File: config.mk
export PLATFORM = sky130hd
export DESIGN_NAME = rls_survey_ctrl
export DESIGN_NICKNAME = d
export VERILOG_FILES = /design/src/pkg/rls_pkg.sv /design/src/rtl/rls_survey_ctrl.sv /design/src/rtl/rls_hist_mem.sv
export VERILOG_INCLUDE_DIRS = /design/src /design/src/pkg
export SDC_FILE = /design/constraint.sdc
export NUM_CORES = 1
export LEC_CHECK = 0
export ABC_AREA = 1
export BUFFER_PORTS_ARGS = -buffer_cell sky130_fd_sc_hd__buf_2
export CORE_ASPECT_RATIO = 0.9
export CORE_MARGIN = 4
export CORE_UTILIZATION = 50
export DETAILED_ROUTE_END_ITERATION = 10
export PLACE_DENSITY_LB_ADDON = 0.25
export SLEW_MARGIN = 10
export SYNTH_ARGS = -nofsm -noshare
export SYNTH_HDL_FRONTEND = slang
export SYNTH_HIERARCHICAL = 1
export SYNTH_SLANG_ARGS = --single-unit
export TNS_END_PERCENT = 30
File: constraint.sdc
create_clock -name clk -period 4.1 [get_ports clk]
set_input_delay 0.615 -clock clk [delete_from_list [all_inputs] [get_ports clk]]
set_output_delay 0.615 -clock clk [all_outputs]
set_load 0.01 [all_outputs]
File: src/pkg/rls_defs.svh
`ifndef RLS_DEFS_SVH
`define RLS_DEFS_SVH

// Holding register numbers of the gateway
`define RLS_IO_POOR_MISSED    5'h07
`define RLS_IO_EXC_GOOD       5'h08
`define RLS_IO_COMMAND        5'h0F

// Command word layout
`define RLS_CODE_HI           15
`define RLS_CODE_LO           8
`define RLS_DATA_HI           7
`define RLS_DATA_LO           0
`define RLS_CODE_SURVEY       8'h20
`define RLS_NODE_STOP         8'h00
`define RLS_NODE_MAX          8'h0F

// Reset values
`define RLS_CMD_RESET         16'h0000
`define RLS_NORM_RESET        16'h0000
`define RLS_UNMAPPED_DATA     16'h0000

// Sliding window and classification thresholds
`define RLS_WINDOW_LEN        100
`define RLS_EXC_MIN           8'hA0
`define RLS_GOOD_MIN          8'h60

`endif

File: src/pkg/rls_pkg.sv
package rls_pkg;

   typedef enum logic [1:0] {
      RLS_CAT_EXC    = 2'h0,
      RLS_CAT_GOOD   = 2'h1,
      RLS_CAT_POOR   = 2'h2,
      RLS_CAT_MISSED = 2'h3
   } rls_cat_t;

   typedef enum logic [1:0] {
      RLS_ST_IDLE = 2'b01,
      RLS_ST_RUN  = 2'b10
   } rls_state_t;

   typedef struct packed {
      logic [4:0]  addr;
      logic [15:0] data;
   } rls_hreg_t;

endpackage

File: src/rtl/rls_survey_ctrl.sv
// Contract
// - A survey starts on a write of code 0x20 in bits 15:8 of the command word with a node number in bits 7:0.
// - Only node numbers 1 to 15 start a survey of that node with the gateway.
// - Code 0x20 with node number zero stops any running survey.
// - At most one node is surveyed at a time; a start while running is ignored.
// - While surveying, the gateway's own error messages are ignored.
// - While surveying, registers 7 and 8 read the survey totals instead of their normal contents.
// - Register 7 holds poor in 15:8 and missed in 7:0; register 8 holds excellent and good.
// - Each transmit and receive interval yields the weakest strength seen as its sample.
// - The four totals are a sliding tally over the latest 100 samples.
// - Every sample falls into exactly one of excellent, good, poor or missed.
// - Register 8 is saved when a survey starts and restored when it stops.
// - While surveying, green, amber and red indicators show excellent, good and poor.
// - A legacy layout swaps the byte halves of both result registers.
`timescale 1ns/1ps
`include "rls_defs.svh"
module rls_survey_ctrl #(
   parameter int         WIN      = `RLS_WINDOW_LEN,
   parameter logic [7:0] EXC_MIN  = `RLS_EXC_MIN,
   parameter logic [7:0] GOOD_MIN = `RLS_GOOD_MIN
) (
   // Clock and reset
   input  wire logic              clk,
   input  wire logic              sys_rst,
   // Holding register access
   input  wire logic              hr_wr_en,
   input  wire rls_pkg::rls_hreg_t hr_wr,
   input  wire logic              hr_rd_en,
   input  wire logic [4:0]        hr_rd_addr,
   output logic      [15:0]       hr_rd_data,
   output logic                   hr_rd_valid,
   // Radio link measurements
   input  wire logic              rssi_valid,
   input  wire logic [7:0]        rssi_level,
   input  wire logic              interval_end,
   // Gateway error messages
   input  wire logic              err_valid,
   input  wire logic [15:0]       err_code,
   // Layout strap
   input  wire logic              legacy_layout,
   // Status and indicators
   output logic                   survey_active,
   output logic      [3:0]        survey_node,
   output logic                   led_green,
   output logic                   led_amber,
   output logic                   led_red
);
   import rls_pkg::*;

   localparam int AW = $clog2(WIN);
   localparam int CW = $clog2(WIN + 1);
   localparam logic [AW-1:0] LAST_PTR = AW'(WIN - 1);
   localparam logic [CW-1:0] WIN_CNT  = CW'(WIN);

   function automatic rls_cat_t classify(input logic missed, input logic [7:0] lvl);
      if (missed) begin
         return RLS_CAT_MISSED;
      end else if (lvl >= EXC_MIN) begin
         return RLS_CAT_EXC;
      end else if (lvl >= GOOD_MIN) begin
         return RLS_CAT_GOOD;
      end
      return RLS_CAT_POOR;
   endfunction

   function automatic logic [7:0] tally_byte(input logic [CW-1:0] c);
      return 8'(c);
   endfunction

   rls_state_t       state;
   rls_state_t       next_state;
   logic [15:0]      cmd_word;
   logic [15:0]      norm7;
   logic [15:0]      norm8;
   logic [15:0]      saved8;
   logic             have_rx;
   logic [7:0]       min_lvl;
   logic             samp_go;
   rls_cat_t         samp_cat;
   logic             upd_go;
   rls_cat_t         upd_cat;
   logic [AW-1:0]    upd_ptr;
   logic [AW-1:0]    ptr;
   logic [CW-1:0]    fill;
   logic [CW-1:0]    cnt [4];
   logic [1:0]       old_bits;

   // Command decode
   wire       cmd_wr    = hr_wr_en && (hr_wr.addr == `RLS_IO_COMMAND);
   wire [7:0] cmd_code  = hr_wr.data[`RLS_CODE_HI:`RLS_CODE_LO];
   wire [7:0] cmd_node  = hr_wr.data[`RLS_DATA_HI:`RLS_DATA_LO];
   wire       survey_wr = cmd_wr && (cmd_code == `RLS_CODE_SURVEY);
   wire       running   = (state == RLS_ST_RUN);
   wire       node_ok   = (cmd_node != `RLS_NODE_STOP) && (cmd_node <= `RLS_NODE_MAX);
   wire       start     = survey_wr && node_ok && !running;
   wire       stop      = survey_wr && (cmd_node == `RLS_NODE_STOP) && running;
   wire       kill      = start || stop;

   // Weakest level of the interval, counting a level that arrives with its end
   wire       eff_have  = have_rx || rssi_valid;
   wire [7:0] eff_min   = (!have_rx || (rssi_valid && rssi_level < min_lvl)) ?
                          rssi_level : min_lvl;
   wire rls_cat_t next_cat = classify(!eff_have, eff_min);

   // Tally update
   wire       full      = (fill == WIN_CNT);
   wire rls_cat_t old_cat = rls_cat_t'(old_bits);
   wire [AW-1:0] next_ptr = (ptr == LAST_PTR) ? '0 : ptr + 1'b1;

   // Result words in either layout
   wire [7:0]  poor_b   = tally_byte(cnt[RLS_CAT_POOR]);
   wire [7:0]  miss_b   = tally_byte(cnt[RLS_CAT_MISSED]);
   wire [7:0]  exc_b    = tally_byte(cnt[RLS_CAT_EXC]);
   wire [7:0]  good_b   = tally_byte(cnt[RLS_CAT_GOOD]);
   wire [15:0] word7    = legacy_layout ? {miss_b, poor_b} : {poor_b, miss_b};
   wire [15:0] word8    = legacy_layout ? {good_b, exc_b} : {exc_b, good_b};
   wire [15:0] view7    = running ? word7 : norm7;
   wire [15:0] view8    = running ? word8 : norm8;
   wire [15:0] rd_mux   = (hr_rd_addr == `RLS_IO_POOR_MISSED) ? view7 :
                          (hr_rd_addr == `RLS_IO_EXC_GOOD)    ? view8 :
                          (hr_rd_addr == `RLS_IO_COMMAND)     ? cmd_word :
                          `RLS_UNMAPPED_DATA;

   always_comb begin
      next_state = state;
      unique case (state)
         RLS_ST_IDLE: begin
            if (start) begin
               next_state = RLS_ST_RUN;
            end
         end
         RLS_ST_RUN: begin
            if (stop) begin
               next_state = RLS_ST_IDLE;
            end
         end
         default: begin
            next_state = RLS_ST_IDLE;
         end
      endcase
   end

   always_ff @(posedge clk) begin
      if (sys_rst) begin
         state         <= RLS_ST_IDLE;
         survey_active <= 1'b0;
         survey_node   <= 4'h0;
      end else begin
         state         <= next_state;
         survey_active <= (next_state == RLS_ST_RUN);
         if (start) begin
            survey_node <= cmd_node[3:0];
         end else if (stop) begin
            survey_node <= 4'h0;
         end
      end
   end

   // Command word keeps whatever the host wrote
   always_ff @(posedge clk) begin
      if (sys_rst) begin
         cmd_word <= `RLS_CMD_RESET;
      end else if (cmd_wr) begin
         cmd_word <= hr_wr.data;
      end
   end

   // Normal contents; frozen while surveying so the saved copy stays true
   always_ff @(posedge clk) begin
      if (sys_rst) begin
         norm7  <= `RLS_NORM_RESET;
         norm8  <= `RLS_NORM_RESET;
         saved8 <= `RLS_NORM_RESET;
      end else begin
         if (hr_wr_en && hr_wr.addr == `RLS_IO_POOR_MISSED && !running) begin
            norm7 <= hr_wr.data;
         end
         if (start) begin
            saved8 <= norm8;
         end
         if (stop) begin
            norm8 <= saved8;
         end else if (hr_wr_en && hr_wr.addr == `RLS_IO_EXC_GOOD && !running) begin
            norm8 <= hr_wr.data;
         end else if (err_valid && !running) begin
            norm8 <= err_code;
         end
      end
   end

   // Weakest level per interval
   always_ff @(posedge clk) begin
      if (sys_rst || interval_end || start) begin
         have_rx <= 1'b0;
         min_lvl <= 8'h00;
      end else if (rssi_valid) begin
         have_rx <= 1'b1;
         min_lvl <= eff_min;
      end
   end

   // Sample pipeline: read the oldest entry, then update and overwrite it
   always_ff @(posedge clk) begin
      if (sys_rst) begin
         samp_go  <= 1'b0;
         samp_cat <= RLS_CAT_MISSED;
         upd_go   <= 1'b0;
         upd_cat  <= RLS_CAT_MISSED;
         upd_ptr  <= '0;
         ptr      <= '0;
      end else begin
         samp_go  <= interval_end && running && !kill;
         samp_cat <= next_cat;
         upd_go   <= samp_go && !kill;
         upd_cat  <= samp_cat;
         upd_ptr  <= ptr;
         if (start) begin
            ptr <= '0;
         end else if (samp_go) begin
            ptr <= next_ptr;
         end
      end
   end

   // Totals: add the new sample and drop the one leaving the window
   always_ff @(posedge clk) begin
      if (sys_rst || start) begin
         fill <= '0;
         for (int i = 0; i < 4; i++) begin
            cnt[i] <= '0;
         end
      end else if (upd_go && !kill) begin
         if (!full) begin
            fill <= fill + 1'b1;
         end
         for (int i = 0; i < 4; i++) begin
            cnt[i] <= cnt[i] + CW'(upd_cat == rls_cat_t'(i))
                             - CW'(full && old_cat == rls_cat_t'(i));
         end
      end
   end

   // Indicators follow the latest sample; missed lights none
   always_ff @(posedge clk) begin
      if (sys_rst || !running || kill) begin
         led_green <= 1'b0;
         led_amber <= 1'b0;
         led_red   <= 1'b0;
      end else if (upd_go) begin
         led_green <= (upd_cat == RLS_CAT_EXC);
         led_amber <= (upd_cat == RLS_CAT_GOOD);
         led_red   <= (upd_cat == RLS_CAT_POOR);
      end
   end

   // Register reads answer one cycle later
   always_ff @(posedge clk) begin
      if (sys_rst) begin
         hr_rd_valid <= 1'b0;
         hr_rd_data  <= `RLS_UNMAPPED_DATA;
      end else begin
         hr_rd_valid <= hr_rd_en;
         if (hr_rd_en) begin
            hr_rd_data <= rd_mux;
         end
      end
   end

   rls_hist_mem #(
      .WIDTH (2),
      .DEPTH (WIN),
      .AW    (AW)
   ) u_hist (
      .clk     (clk),
      .wr_en   (upd_go && !kill),
      .wr_addr (upd_ptr),
      .wr_data (upd_cat),
      .rd_en   (samp_go),
      .rd_addr (ptr),
      .rd_data (old_bits)
   );
endmodule

File: src/rtl/rls_hist_mem.sv
`timescale 1ns/1ps
module rls_hist_mem #(
   parameter int WIDTH = 2,
   parameter int DEPTH = 100,
   parameter int AW    = $clog2(DEPTH)
) (
   // Clock
   input  wire logic             clk,
   // Write port
   input  wire logic             wr_en,
   input  wire logic [AW-1:0]    wr_addr,
   input  wire logic [WIDTH-1:0] wr_data,
   // Read port
   input  wire logic             rd_en,
   input  wire logic [AW-1:0]    rd_addr,
   output logic      [WIDTH-1:0] rd_data
);

   logic [WIDTH-1:0] mem [DEPTH];

   // Contents need no reset: the fill count decides what is valid
   always_ff @(posedge clk) begin
      if (wr_en) begin
         mem[wr_addr] <= wr_data;
      end
   end

   always_ff @(posedge clk) begin
      if (rd_en) begin
         rd_data <= mem[rd_addr];
      end
   end

endmodule

==> metrics, run 1 <==
status finished clean; max-slew violations 0; flops & latches, synth between 300 and 400; Clock Tree Buf Depth 3; largest net degree at the start of global routing ~100; synth cell count leaders 468 x nand2_1, 230 x edfxtp_1, 203 x nor2_1, 184 x nand3_1, 143 x inv_1; CP peak stage delay about 430 ps; postcts setup bufs 0; CP arrival between 3000 and 4000 ps; final cell count without fillers between 2000 and 2500; First DRT Iteration DRCs ~1600; TNS Setup 0 ps; Synth area leader edfxtp_1; Final nets just over 2000; grt total ovfl 0; Post-Syn Area per Cell around 8.9 sq um; post-cts gate resize count 0; hold crit path type input pin to register; placed insts between 2000 and 2500; via count around 14000; CTS tree built; # H-tree levels 2; share of cells above drive strength 1 0.09776; Max-Cap Viols 0; cells after synthesis between 1500 and 2000; Avg Vias per Cell ~5.7; Synth area leaders edfxtp_1 41%, dfxtp_1 15%, nand2_1 10%; top-count cell post-synth nand2_1; Seq/Total Area, Yosys 0.5603; Final GP Congestion 0.9025; relative slew slack 0.2771; CTS sink cnt around 360; final wirelength approximately 43000 um; CP Buf/Inv Count 3; first-pass GRT wire length a little under 70000 um; clk slew on worst S/H paths around 60 ps; Met1 Wirelength approximately 19000 um; synthesized net count roughly 2000; Layout area overhead 11.27%; GRT Util Overall 0.2308; Setup violations, final 0; RSZ-0062 raised after global routing false; initial core utilization 0.5094; initial antenna violation count 0; routed wl met2 19320 um; Synth top area share 0.4095; DP HPWL 28420 um; cell family with most CP delay simple AND/OR/NAND/NOR gates; top layer in use met4; startpoint types register; P_leak roughly 7.4 nW; TritonCTS Buffers 38; Ports 83; Pwr Total around 7.7 mW; final period utilization 0.8288; Post-synth EDFFs 230; CP Max Fanout 11; Mapped Area roughly 17000 sq um; Die ar. 36740 sq um; pwr dens 411.3 nW/um^2; ys async rst share 0; worst setup margin around 700 ps; Place WS slightly above 700 ps; Setup crit end kind register; vias in the first global route about 13000; first drt pass iteration count 6; critical path type register to register; root buffer cell clkbuf_16; CP Cell Sequence inv_1 > ha_1 > nand2_1 > nor3_1 > nand3_1 > nor3_1 > ha_1 > inv_1 > ha_1 > inv_1 > fa_1 > o21ai_0 > nand2_1 > nand2_1 > a21oi_1 > nor2_1 > nor3b_1; port bufs 82; worst skew pair latency around 520 ps; finished layout cell area between 15000 and 20000 sq um; CP Data Required Time 4350 ps; placed cell area 17480 sq um; worst vdd ir between 0.2 and 0.3 mV; chip width ~200 um; fmax just under 300 MHz; Core ar. approximately 33000 sq um; Rows 63; Synth cell types 46; Die H ~180 um; YS warnings 6; min Tclk post-route between 3000 and 4000 ps; antenna-violating nets left 0; Final Hold Viols 0; slew of the pin with the lowest slew margin around 1100 ps; metal3 WL approximately 3700 um; ANT cells 0; Clock Skew approximately 14 ps; drt wl/cell approximately 18 um; Max stage delay cell, worst path fa_1; CTS Hold Bufs 0; Synth Flop Type edfxtp_1; DR DRC count 0
worst reg2reg max path: stages, from the launching register on:
cell and delay, ps:
dfxtp_1 320, inv_1 110, ha_1 160, nand2_1 50, nor3_1 150, nand3_1 380, nor3_1 300, ha_1 270
inv_1 50, ha_1 160, inv_1 60, fa_1 430, o21ai_0 290, nand2_1 110, nand2_1 70, a21oi_1 70
nor2_1 90, nor3b_1 50
state kept, by name, summed over array words and instances (netlist names), 2 cells and up:
signal          flops
hr_rd_data         16
samp_cat            2
cmd_word           16
survey_node         4
cnt                28
norm8              16
state               2
u_hist/mem        200
upd_ptr             7
norm7              16
min_lvl             8
fill                7
ptr                 7
upd_cat             2
saved8             16
u_hist/rd_data      2
path summary, 6_finish.rpt:
| kind | cells after the start | from | slack, ps | to |
|---|---|---|---|---|
| setup reg to reg | 17 | fill[0]$_SDFFE_PP0P_ | 700 | cnt[2][6]$_SDFFCE_PN0P_ |
| setup / recovery | 17 | fill[0]$_SDFFE_PP0P_ | 700 | cnt[2][6]$_SDFFCE_PN0P_ |
| hold reg to reg | 1 | samp_cat[1]$_SDFF_PP1_ | 410 | upd_cat[1]$_SDFF_PP1_ |
| hold / removal | 3 | interval_end | 350 | samp_go$_SDFF_PP0_ |
cells in the final DEF (no fill, tap or decap), types with 40 or more instances in the layout:
cell	count
a21oi_1	116
ha_1	40
inv_1	142
buf_2	82
dfxtp_1	123
nand2_1	468
o21ai_0	120
nand3_1	184
clkbuf_16	43
edfxtp_1	230
nor2_1	203
power by group:
part	total (mW)	internal [mW]	switching (mW)
Sequential	3.89	3.85	0.0317
Combinational	0.329	0.113	0.216
Clock	3.50	2.14	1.37
Total	7.72	6.10	1.61
cell families (layout without fill, tap and decap cells):
logic type                 count (synthesis)  in the layout  share of synthesized area
adders and majority gates                 44             44                    0.03442
xor gates and xnor gates                  15             15                   0.007790
AOI/OAI and AO/OA                        305            305                     0.1016
DFF                                      357            357                     0.5603
buffers and inverters                    243            315                    0.06180
and+or+nand+nor                          928            928                     0.2341
layout make-up:
cell class | instances | area [sq um]
flip-flops and latches | 357 | 9457
multi-input cells | 1292 | 6377
well taps | 422 | 528.0
clock inverters | 14 | 143.9
inverters | 148 | 556.8
repair buffers | 100 | 558.0
fillers | 2906 | 14340
clock buffers | 53 | 1145
per-stage QoR:
| stage | utilization | hold WS [ps] |
|---|---|---|
| floorplan | - | 389.5 |
| global placement | 0.5279 | 397.9 |
| detailed placement | 0.5279 | 402.2 |
| CTS | 0.5668 | 336.8 |
| global route | 0.5668 | 360.2 |
| finish | 0.5668 | 354.8 |
metal layers:
layer  track usage  up-vias
li1              -     6496
met1        0.3406     6402
met2        0.3500      516
met3       0.04513       86
met4       0.06479        0
met5             0        -
Power figures use the tool's default switching activity.
==> run 2, diff against run 1 <==
clock period = 3.1 ns   (was 4.1 ns; I/O delays follow)
==> run 2 against run 1 <==
- hold slack worse by 140 ps
- utilization is 1.2 points higher
- sequential power is 32% higher
- non-clock buffer count is 29 higher
- sequential share of layout area is 1.0 points lower
- largest cell class unchanged
==> metrics, run 2 (synthesis gave the netlist of run 1 again) <==
ANT cells 0; Final GP Congestion around 0.84; final cell count without fillers roughly 2400; critical path type register to register; Setup crit end kind register; P_leak between 7 and 8 nW; status finished clean; worst hold slack approximately 210 ps; Setup violations, final 0; via count ~14000; Die ar. about 37000 sq um; Final nets about 2100; Pwr Total 10.41 mW; CP Cell Sequence inv_2 > ha_1 > nand2_1 > nor3_2 > nand3_2 > buf_6 > nor3_4 > ha_1 > inv_1 > ha_1 > inv_1 > fa_2 > o21ai_2 > nand2_1 > nand2_1 > a21oi_1 > nor2_1 > nor3b_1; Max stage delay cell, worst path fa_2; max-slew violations 0; Avg Vias per Cell 5.601; RSZ-0062 raised after global routing true; vias in the first global route approximately 13000; DR DRC count 0; Rows 63; worst reg2reg path depth 18; chip width slightly above 200 um; initial antenna violation count 0; Core ar. 33110 sq um; Largest regs u_hist/mem x200, cnt x28; grt total ovfl 0; Filler Cell Count ~2900; final period utilization 0.9567; min Tclk post-route between 2000 and 3000 ps; TNS Setup 0 ps; commonest non-fill, non-tap cell in the layout nand2_1; fmax 337.2 MHz; Final Hold Viols 0; Die H about 180 um; first drt pass iteration count 8; Hold Path Depth 3; # H-tree levels 2; CP peak stage delay around 350 ps; Ports 83; clk slew on worst S/H paths 60 ps; Layout area overhead 13.55%; DP HPWL between 20000 and 30000 um; CP arrival about 3200 ps; initial core utilization 0.5094; max reg flops 200; worst vdd ir between 0.4 and 0.5 mV; root buffer cell clkbuf_16; first-pass GRT wire length ~67000 um; placed insts 2340; GRT Util Overall 0.2260; commonest non-fill, non-tap cells in the layout 468 x nand2_1, 230 x edfxtp_1, 203 x nor2_1, 183 x nand3_1, 140 x inv_1; CTS Hold Bufs 0; Clock Skew 14.52 ps; Clock Tree Buf Depth 3; TritonCTS Buffers 39; CTS sink cnt roughly 360; Max-Cap Viols 0; startpoint types register; largest net degree at the start of global routing around 100; CTS tree built; worst skew pair latency 520 ps; antenna-violating nets left 0; CP Max Fanout 7; First DRT Iteration DRCs approximately 1200; drt wl/cell 17.92 um; share of cells above drive strength 1 0.1217; relative slew slack 0.3101; slew of the pin with the lowest slew margin 1035 ps; hold crit path type input pin to register; pwr dens about 540 nW/um^2; Most flops, register u_hist/mem; port bufs 82; final wirelength ~43000 um; CP Data Required Time ~3400 ps
-- run 2: cell types whose count changed in the layout (fill, tap and decap cells not counted), moves of 3 or more --
| cell | before | now |
|---|---|---|
| o21ai_2 | 1 | 5 |
| fa_2 | 0 | 4 |
| o21ai_0 | 120 | 116 |
| nor3_1 | 20 | 15 |
| nor3_2 | 0 | 4 |
| clkinvlp_4 | 0 | 3 |
| fa_1 | 4 | 0 |
| buf_12 | 1 | 4 |
| buf_4 | 17 | 42 |
| clkinv_2 | 11 | 8 |
-- run 2: worst paths after layout --
path / from / to / slack, ps
max: fill[0]$_SDFFE_PP0P_ / cnt[2][6]$_SDFFCE_PN0P_ / 130
min: hr_wr[0] / survey_node[0]$_SDFFE_PP0P_ / 210
max reg2reg: fill[0]$_SDFFE_PP0P_ / cnt[2][6]$_SDFFCE_PN0P_ / 130
min reg2reg: samp_cat[1]$_SDFF_PP1_ / upd_cat[1]$_SDFF_PP1_ / 410
-- run 2: metal layers --
| metal | GRT usage | up-vias | wire length (um) |
|---|---|---|---|
| li1 | - | 6557 | - |
| met1 | 0.3347 | 6385 | 19470 |
| met2 | 0.3492 | 532 | 19080 |
| met3 | 0.04335 | 70 | 4003 |
| met4 | 0.04921 | 0 | 772 |
| met5 | 0 | - | 0 |
-- run 2: metrics by stage --
step	utilization	cell area [sq um]	setup slack (ps)
after floorplan	-	16860	-149.5
after global placement	0.5338	17670	6.004
after global routing	0.5785	19150	-62.30
after detailed placement	0.5338	17670	-127.8
after CTS	0.5743	19010	-21.51
final	0.5785	19150	134.1
-- run 2: final cells by class --
cell class                 instances  area (sq um)  share of cell area
tap                              422         528.0             0.02757
multi-input combinational       1292          6455              0.3371
timing repair buffer             129         817.0             0.04266
clock inverter                    19         230.2             0.01202
clock buffer                      51          1105             0.05769
sequential                       357          9459              0.4939
inverter                         148         556.8             0.02907
-- run 2: power by group --
part	internal, mW	switching, mW
sequential	5.10	0.0423
clock	2.94	1.88
combinational	0.163	0.291
-- run 2: repair_timing --
action / CTS / global route
pin swaps: 0 / 12
setup buffers: 0 / 8
resized for setup: 3 / 25
endpoints found under the setup margin: 5 / 8
-- run 2: worst max-delay path, delay by kind of cell, from the launching register on --
family | cells | cell delay (ps)
buf+inv | 4 | 370
flops | 1 | 330
fa+ha+maj | 4 | 890
simple gates | 8 | 880
compound gates | 2 | 220
